## src/verilog/dpr_pkg.sv

```systemverilog
// Package: constants and types for the discoverable parameter reader
package dpr_pkg;

    // ------------------------------------------------------------
    // Command and framing
    // ------------------------------------------------------------
    localparam logic [7:0] CMD_READ_TABLE = 8'h5A;
    localparam int ADDR_BYTES = 3;
    localparam int DUMMY_BYTES = 1;
    localparam logic [5:0] HDR_BITS = 6'd40;   // Opcode + address + dummy bits

    // ------------------------------------------------------------
    // Table contents
    // ------------------------------------------------------------
    localparam logic [7:0] SIG_B0 = 8'h53;
    localparam logic [7:0] SIG_B1 = 8'h46;
    localparam logic [7:0] SIG_B2 = 8'h44;
    localparam logic [7:0] SIG_B3 = 8'h50;
    localparam logic [7:0] FMT_MINOR = 8'h00;
    localparam logic [7:0] FMT_MAJOR = 8'h01;
    localparam logic [7:0] PARAMETER_HEADER_COUNT = 8'h00;
    localparam logic [7:0] HDR_ID = 8'h00;
    localparam logic [7:0] TBL_MINOR = 8'h00;
    localparam logic [7:0] TBL_MAJOR = 8'h01;
    localparam logic [7:0] TBL_LEN_WORDS = 8'h09;
    localparam logic [23:0] PARAMETER_TABLE_POINTER = 24'h00_0030;
    localparam logic [7:0] UNUSED_BYTE = 8'hFF;
    localparam logic [1:0] ERASE_GRAN_4K = 2'b01;
    localparam logic WRITE_GRAN = 1'b1;
    localparam logic [1:0] VSR_WREN_SEL = 2'b01;
    localparam logic [2:0] PARAM0_RSVD = 3'b111;
    localparam logic [7:0] ERASE_4K_OPCODE = 8'h20;

    // ------------------------------------------------------------
    // Table layout
    // ------------------------------------------------------------
    localparam int ADDR_W = 24;
    localparam logic [23:0] TABLE_LAST = 24'h00_00FF;  // Highest location, then wrap

    typedef enum logic [1:0] {
        DPR_IDLE,
        DPR_HEADER,
        DPR_DATA,
        DPR_IGNORE
    } dpr_state_t;

    // Link pins after synchronisation
    typedef struct packed {
        logic sel_n;
        logic sck;
        logic mosi;
    } dpr_link_t;

endpackage

```

## src/verilog/dpr_table_rom.sv

```systemverilog
// Constant table of discoverable parameters, one byte per address
`timescale 1ns/1ns
module dpr_table_rom (
    // Lookup
    input wire logic [7:0] addr,
    output logic [7:0] data
);

    // ------------------------------------------------------------
    // Byte lookup
    // ------------------------------------------------------------
    // Decoded as a case so synthesis folds it into a few gates
    always_comb begin
        case (addr)
            8'h00: data = dpr_pkg::SIG_B0;
            8'h01: data = dpr_pkg::SIG_B1;
            8'h02: data = dpr_pkg::SIG_B2;
            8'h03: data = dpr_pkg::SIG_B3;
            8'h04: data = dpr_pkg::FMT_MINOR;
            8'h05: data = dpr_pkg::FMT_MAJOR;
            8'h06: data = dpr_pkg::PARAMETER_HEADER_COUNT;
            8'h07: data = dpr_pkg::UNUSED_BYTE;
            8'h08: data = dpr_pkg::HDR_ID;
            8'h09: data = dpr_pkg::TBL_MINOR;
            8'h0A: data = dpr_pkg::TBL_MAJOR;
            8'h0B: data = dpr_pkg::TBL_LEN_WORDS;
            8'h0C: data = dpr_pkg::PARAMETER_TABLE_POINTER[7:0];
            8'h0D: data = dpr_pkg::PARAMETER_TABLE_POINTER[15:8];
            8'h0E: data = dpr_pkg::PARAMETER_TABLE_POINTER[23:16];
            8'h0F: data = dpr_pkg::UNUSED_BYTE;
            8'h30: data = {dpr_pkg::PARAM0_RSVD, dpr_pkg::VSR_WREN_SEL,
                           dpr_pkg::WRITE_GRAN, dpr_pkg::ERASE_GRAN_4K};
            8'h31: data = dpr_pkg::ERASE_4K_OPCODE;
            default: data = dpr_pkg::UNUSED_BYTE;
        endcase
    end

endmodule

```

## src/verilog/dpr_reader.sv

```systemverilog
// Serial read engine for the discoverable parameter table
`timescale 1ns/1ns
module dpr_reader (
    // Clock and reset
    input wire logic mclk,
    input wire logic rst,
    // Serial link pins
    input wire logic chip_select_n,
    input wire logic serial_clock,
    input wire logic serial_data_in,
    // Serial output pin, enable active low
    output logic serial_data_out,
    output logic serial_data_out_oe_n,
    // Status from the erase and program engine
    input wire logic write_busy,
    // Observation
    output logic read_active
);

    // ------------------------------------------------------------
    // Pin synchronisers
    // ------------------------------------------------------------
    dpr_pkg::dpr_link_t meta_reg;
    dpr_pkg::dpr_link_t sync_reg;
    logic sck_prev_reg;
    logic busy_meta_reg;
    logic busy_sync_reg;

    // Two flops on every pin; select idles high through reset
    always_ff @(posedge mclk) begin
        if (rst) begin
            meta_reg <= '{sel_n: 1'b1, sck: 1'b0, mosi: 1'b0};
            sync_reg <= '{sel_n: 1'b1, sck: 1'b0, mosi: 1'b0};
            sck_prev_reg <= 1'b0;
        end else begin
            meta_reg <= '{sel_n: chip_select_n, sck: serial_clock, mosi: serial_data_in};
            sync_reg <= meta_reg;
            sck_prev_reg <= sync_reg.sck;
        end
    end

    // Busy status crosses in from the program engine as a level
    always_ff @(posedge mclk) begin
        if (rst) begin
            busy_meta_reg <= 1'b0;
            busy_sync_reg <= 1'b0;
        end else begin
            busy_meta_reg <= write_busy;
            busy_sync_reg <= busy_meta_reg;
        end
    end

    // ------------------------------------------------------------
    // Edge detection
    // ------------------------------------------------------------
    // The link clock is sampled, so it must stay below a quarter of mclk
    logic sck_rise;
    logic sck_fall;
    logic selected;

    assign sck_rise = sync_reg.sck & ~sck_prev_reg;
    assign sck_fall = ~sync_reg.sck & sck_prev_reg;
    assign selected = ~sync_reg.sel_n;

    // ------------------------------------------------------------
    // State
    // ------------------------------------------------------------
    dpr_pkg::dpr_state_t state_reg;
    dpr_pkg::dpr_state_t state_next;
    logic [5:0] bit_cnt_reg;
    logic [39:0] shift_in_reg;
    logic [2:0] out_bit_reg;
    logic [23:0] addr_reg;
    logic [7:0] out_byte_reg;
    logic drive_reg;
    logic [7:0] rom_data;
    logic [7:0] opcode_seen;

    // Opcode as it stands on its eighth rising edge: seven bits already in
    // the shift register plus the bit being sampled in this cycle
    assign opcode_seen = {shift_in_reg[6:0], sync_reg.mosi};

    // Sequence control; select high always returns to idle
    always_comb begin
        state_next = state_reg;
        case (state_reg)
            dpr_pkg::DPR_IDLE: begin
                if (selected) begin
                    state_next = dpr_pkg::DPR_HEADER;
                end
            end
            dpr_pkg::DPR_HEADER: begin
                if (sck_rise && bit_cnt_reg == 6'd7 &&
                        (opcode_seen != dpr_pkg::CMD_READ_TABLE ||
                        busy_sync_reg)) begin
                    state_next = dpr_pkg::DPR_IGNORE;
                end else if (sck_rise && bit_cnt_reg == dpr_pkg::HDR_BITS - 6'd1) begin
                    state_next = dpr_pkg::DPR_DATA;
                end
            end
            dpr_pkg::DPR_DATA: begin
                state_next = dpr_pkg::DPR_DATA;
            end
            dpr_pkg::DPR_IGNORE: begin
                state_next = dpr_pkg::DPR_IGNORE;
            end
            default: begin
                state_next = dpr_pkg::DPR_IDLE;
            end
        endcase
        if (!selected) begin
            state_next = dpr_pkg::DPR_IDLE;
        end
    end

    always_ff @(posedge mclk) begin
        if (rst) begin
            state_reg <= dpr_pkg::DPR_IDLE;
        end else begin
            state_reg <= state_next;
        end
    end

    // ------------------------------------------------------------
    // Header shift
    // ------------------------------------------------------------
    // MSB first: each rising edge pushes one bit in at the bottom
    always_ff @(posedge mclk) begin
        if (rst || state_reg == dpr_pkg::DPR_IDLE) begin
            bit_cnt_reg <= 6'd0;
            shift_in_reg <= '0;
        end else if (state_reg == dpr_pkg::DPR_HEADER && sck_rise) begin
            bit_cnt_reg <= bit_cnt_reg + 6'd1;
            shift_in_reg <= {shift_in_reg[38:0], sync_reg.mosi};
        end
    end

    // ------------------------------------------------------------
    // Table lookup
    // ------------------------------------------------------------
    dpr_table_rom u_rom (
        .addr(addr_reg[7:0]),
        .data(rom_data)
    );

    // ------------------------------------------------------------
    // Address and output shifting
    // ------------------------------------------------------------
    // The address is loaded at the end of the header; the byte at that
    // address is read from the table on the next falling edge and shifted out on falling edges
    always_ff @(posedge mclk) begin
        if (rst) begin
            addr_reg <= '0;
            out_byte_reg <= dpr_pkg::UNUSED_BYTE;
            out_bit_reg <= 3'd0;
        end else if (state_reg == dpr_pkg::DPR_HEADER && state_next == dpr_pkg::DPR_DATA) begin
            // Address bytes sit above the dummy byte just finishing
            addr_reg <= shift_in_reg[30:7];
            out_bit_reg <= 3'd0;
        end else if (state_reg == dpr_pkg::DPR_DATA && sck_fall && selected) begin
            if (out_bit_reg == 3'd0) begin
                out_byte_reg <= {rom_data[6:0], 1'b0};
                if (addr_reg == dpr_pkg::TABLE_LAST) begin
                    addr_reg <= '0;
                end else begin
                    addr_reg <= addr_reg + 24'd1;
                end
            end else begin
                out_byte_reg <= {out_byte_reg[6:0], 1'b0};
            end
            out_bit_reg <= out_bit_reg + 3'd1;
        end
    end

    // Output bit: first bit of a byte comes straight from the table,
    // later bits from the shift register; both only move on falls
    logic dout_reg;

    always_ff @(posedge mclk) begin
        if (rst) begin
            dout_reg <= 1'b1;
            drive_reg <= 1'b0;
        end else if (state_reg == dpr_pkg::DPR_DATA && selected) begin
            if (sck_fall) begin
                drive_reg <= 1'b1;
                dout_reg <= (out_bit_reg == 3'd0) ? rom_data[7] : out_byte_reg[7];
            end
        end else begin
            drive_reg <= 1'b0;
            dout_reg <= 1'b1;
        end
    end

    // ------------------------------------------------------------
    // Outputs
    // ------------------------------------------------------------
    assign serial_data_out = dout_reg;
    assign serial_data_out_oe_n = ~drive_reg;
    assign read_active = (state_reg == dpr_pkg::DPR_DATA);

endmodule

```

## config.mk

```make
export PLATFORM = sky130hd
export DESIGN_NAME = dpr_reader
export DESIGN_NICKNAME = d
export VERILOG_FILES = /design/src/verilog/dpr_pkg.sv /design/src/verilog/dpr_table_rom.sv /design/src/verilog/dpr_reader.sv
export SDC_FILE = /design/constraint.sdc
export NUM_CORES = 1
export LEC_CHECK = 0
export BUFFER_PORTS_ARGS = -buffer_cell sky130_fd_sc_hd__buf_2
export CORE_MARGIN = 2
export CORE_UTILIZATION = 50
export DETAILED_ROUTE_END_ITERATION = 7
export GPL_TIMING_DRIVEN = 0
export PLACE_DENSITY = 0.68
export SYNTH_ARGS = -nofsm -noshare
export SYNTH_HDL_FRONTEND = slang
export SYNTH_SLANG_ARGS = --single-unit
```

## constraint.sdc

```tcl
create_clock -name mclk -period 3.6 [get_ports mclk]
set_input_delay 0.54 -clock mclk [delete_from_list [all_inputs] [get_ports mclk]]
set_output_delay 0.54 -clock mclk [all_outputs]
set_load 0.05 [all_outputs]
```

* Word-level counts from Yosys, hierarchy flattened
Memories as Yosys holds them, arrays and structs flattened. A register that Yosys moved wholly into a read port is not among the register bits.
Cells that the tools add are included.
W data, S select, Z words.
** Storage, ports and cells
- Flip-flop bits (word level) :: 85
- Memories kept :: 1
- Bits in read-only memories :: 512
- Logic and storage cells :: 69
- Input port bits :: 6
** Cells by class
- Equality and inequality tests :: 8
- Muxes and demuxes :: 13
- Bitwise logic cells :: 8
- Add/subtract/negate cells :: 3
- Reductions and logical operators :: 19
** Memory list
- (no name shown) :: words 64, bits a word 8, rd ports 1, clocked after memory_dff 1, wr ports 0, RTL line dpr_table_rom.sv:14 : case (addr)
** Operators with widths (count)
- $mux W24 :: 4
- $add A24 B1 Y24 const B :: 1
- $eq A24 B8 Y1 const B :: 1
- $mux W8 :: 2
- $mux W6 :: 2
- $logic_and A1 B1 Y1 :: 8
- $ne A8 B7 Y1 const B :: 1
- $pmux W2 S4 :: 1
- $add A6 B1 Y6 const B :: 1
- $eq A2 B2 Y1 const B :: 3
- $eq A6 B3 Y1 const B :: 1
- $eq A6 B6 Y1 const B :: 1
- $mux W2 :: 3
- $not A1 Y1 :: 6
- $logic_not A2 Y1 :: 2
- $reduce_and A2 Y1 :: 2
- $reduce_bool A2 Y1 :: 2
- $reduce_or A2 Y1 :: 2
- $add A3 B1 Y3 const B :: 1
- $logic_not A3 Y1 :: 1
- $and A1 B1 Y1 :: 2
- $eq A2 B1 Y1 const B :: 1
- $logic_or A1 B1 Y1 :: 2
- $mux W1 :: 1

* Logic depth before layout (Yosys ltp)
- Depth in word-level cells :: 13
- Gate-level depth with buffers :: 15

* Modules after synthesis
From an unflattened synthesis, not the netlist that was laid out.
** Unflattened totals
- Cell total of the unflattened synthesis :: 486
- Area total of the unflattened synthesis :: 4026.4 um2
** Modules (own cells, without submodules)
- dpr_reader :: area an instance 3733.6 um2, instances 1, cells an instance 446
- dpr_table_rom :: area an instance 292.8 um2, instances 1, cells an instance 40

* Worst setup path after synthesis
OpenSTA, ideal clock, no wires.
- Path type :: reg2reg
- Start point :: reg addr_reg[0]
- End point :: reg with a tool-made name
- Path slack :: 0.538 ns
- Cell stages (with the launch flop) :: 15
- Setup time :: 0.117 ns
- Path buffers :: 2
- Arrival :: 2.945 ns
- Cells stage by stage :: dfxtp_1 > ha_1 > nand3_1 > or4_1 > o21a_1 > clkbuf_1 > a221oi_2 > or2_1 > buf_4 > inv_2 > ha_1 > inv_1 > mux2i_1 > a211o_1 > o22a_1
** RTL lines
- from (decl) :: RTL line dpr_reader.sv:73 : logic [23:0] addr_reg;
- from (signal assigned) :: RTL line dpr_reader.sv:158 : addr_reg <= shift_in_reg[30:7];
- from (signal assigned) :: RTL line dpr_reader.sv:166 : addr_reg <= addr_reg + 24'd1;

==> results_dict.tcl <==
set metrics [dict create \
    status "finished, final reports clean" \
    p_leak_nw 1.48 \
    drive_gt1_share_pct 8.10 \
    dp_cells 621 \
    drt_wl_total_um 9490 \
    syn_area_mm2 0.00416 \
    clk_pin_slew_ns 0.10 \
    required_ns 3.86 \
    core_mm2 0.00813 \
    die_area_mm2 0.00906 \
    grt_pass1_vias 3261 \
    slew_headroom_pct 37.5 \
    ys_async_sr_fraction_pct 0 \
    max_freq_ghz 0.294 \
    slowest_delay_ns 0.61 \
    track_usage_pct 21.9 \
    crit_chain "ha_1, nand3_1, or4_1, o21a_1, a221oi_2, or2_1, buf_4, inv_2, ha_1, inv_1, mux2i_1, a211o_1, o22a_1" \
    start_util_pct 51.1 \
    finalCritPeriodShare_pct 94.3 \
    antenna_found_initial 0 \
    timing.final.ws_setup_ns 0.204 \
    synth_edf_count 0 \
    pre_cts_slack_ns 0.119 \
    place_area_mm2 0.00433 \
    crit_path_end_kind "register" \
    crit_fanout 8 \
    port-buffer-count 8 \
    gp_congestion 0.813 \
    syn_nets 521 \
    slew_viol_final 0 \
    regToRegStartpoint "addr_reg[0]" \
    viasPerCell 5.75 \
    die_y_um 95.2 \
    hp-start "chip_select_n" \
    htreeDepth 3 \
    arrival_ns 3.66 \
    seq_area_frac_synth_pct 44.8 \
    hold_viol 0 \
    drc_errors 0 \
    tns_ns 0 \
    synth_cell_types 60 \
    synth_cells 508 \
    cts_tree "built" \
    via_count 3660 \
    clock_sinks 93 \
    avgSynthCellArea_um2 8.18 \
    wl_per_cell_um 14.9 \
    syn_to_final_growth_pct 9.18 \
    stdcell_area_mm2 0.00454 \
    power_density_mw_per_mm2 397 \
    cts.path.max_buffers 2 \
    fin_crit_ns 3.40 \
    start_kind "register" \
    hold_class "in2reg" \
    synth_ff_type "dfxtp_1" \
    utilization_pct 55.8 \
    rsz0062_at_grt "no" \
    grt_pass1_wl_um 15600 \
    drtPass1Iterations 5 \
    drt-initial-drc-count 254 \
    crit_top_cell "ha_1" \
    die_w_um 95.2 \
    power_mw 1.80 \
    synth_warnings 0 \
    clock_skew_ns 0.0120 \
    ir_worst_vdd_v 0.000248 \
    largest_reg_flops 31 \
    reg2reg_slack_ns 0.20 \
    critPathKind "reg2reg" \
    layout.nets 539 \
    holdWs_ns 0.345 \
    grt_max_degree 18 \
    drv_cap 0 \
    cp_slowest_cell "or4_1" \
    n_antenna_cell 0 \
    post_cts_buffers 0 \
    cts_buffers 9 \
    setup_violations 0 \
    ant_nets 0 \
    final_cells 636 \
    tightest_slew_ns 0.924 \
    cts_root_buf "clkbuf_8" \
    rows 33 \
    hold_end "meta_reg[2]" \
    ys_seq_elements 93 \
    overflow 0 \
    clk_latency_ns 0.37 \
    reg2reg_depth 13 \
    hold-path-cell-count 2 \
    dp_hpwl_um 6790 \
    boundaryPins 9 \
]
-- power breakdown --
part / total (mW) / leakage [nW] / switching, mW / internal [mW]
clock: 0.742 / 0.108 / 0.390 / 0.351
combinational: 0.0256 / 0.615 / 0.0171 / 0.00848
sequential: 1.04 / 0.752 / 0.00374 / 1.03
total: 1.80 / 1.48 / 0.411 / 1.39
-- cells in the mapped netlist, types with 7 or more instances --
cell type  instances  area, um^2
a211o_1            9        78.8
a21oi_1           52         260
a31oi_1           13        81.3
clkbuf_1          26        97.6
dfxtp_1           93        1860
ha_1               7        87.6
inv_1             11        41.3
nand2_1          107         402
nand3_1           22         110
nor2_1            29         109
nor2b_1           13        81.3
nor3_1            12        60.1
o21ai_0           16        80.1
o22ai_1            7        43.8
xnor2_1            8        70.1
-- worst max path at each step --
stage | end | startpoint | cells after the start
4_1_cts | register | addr_reg[1] | 14
3_3_place_gp | register | addr_reg[0] | 14
6_report | register | addr_reg[0] | 13
2_1_floorplan | register | addr_reg[0] | 14
5_1_grt | register | addr_reg[0] | 13
3_5_place_dp | register | addr_reg[0] | 14
-- routing by layer --
metal | GRT usage [%] | up-vias | part of all wire [%]
met2 | 32.9 | 124 | 45
met4 | 8.57 | 0 | 1.7
met3 | 4.03 | 16 | 5.3
met1 | 31.2 | 1696 | 48
li1 | - | 1824 | -
met5 | 0 | - | 0
-- critical path: cells and delay by family (launching register included) --
kind | cells | cell delay (ns)
buffers and inverters | 3 | 0.27
AND/OR/NAND/NOR | 3 | 0.96
AO/OA/AOI/OAI | 4 | 1.16
multiplexers | 1 | 0.07
flip-flops | 1 | 0.39
adder cells (fa/ha/maj) | 2 | 0.44
-- what timing repair did --
item,4_1_cts,5_1_grt
resized for setup,0,2
setup endpoints to repair,0,7
hold buffers,0,0
endpoints found under the hold margin,0,0
-- final cells by class --
cell class                 count  area (um^2)
fill                         706         3600
multi-input combinational    374         2130
sequential                    93         1860
clock buffer                  10          138
tap                          105          131
buffer                        28          118
clock inverter                 6         73.8
inverter                      12         45.0
timing repair buffer           8         40.0
-- layout by cell type, fill, tap and decap left out, types with 3 or more instances in the layout --
cell	n
nand3_1	22
o21ai_0	16
a21oi_1	52
o22ai_1	7
inv_6	4
dfxtp_1	91
nor2b_1	13
nor4b_1	3
clkbuf_8	10
xnor2_1	8
nand2b_1	5
clkbuf_1	25
xor2_1	6
or2_2	3
nor4_1	6
mux2i_1	4
nor2_1	29
ha_1	7
nand2_1	107
nand4_1	6
and4_1	4
inv_1	11
nor3_1	12
a31oi_1	13
buf_2	9
a211o_1	9
-- cell families after synthesis --
group,synth area share [%]
simple gates,26.6
compound gates,18.6
flops,44.8
buf+inv,4.00
xor+xnor,2.95
fa+ha+maj,2.11
mux,0.963
(Power assumes the default switching activity.)
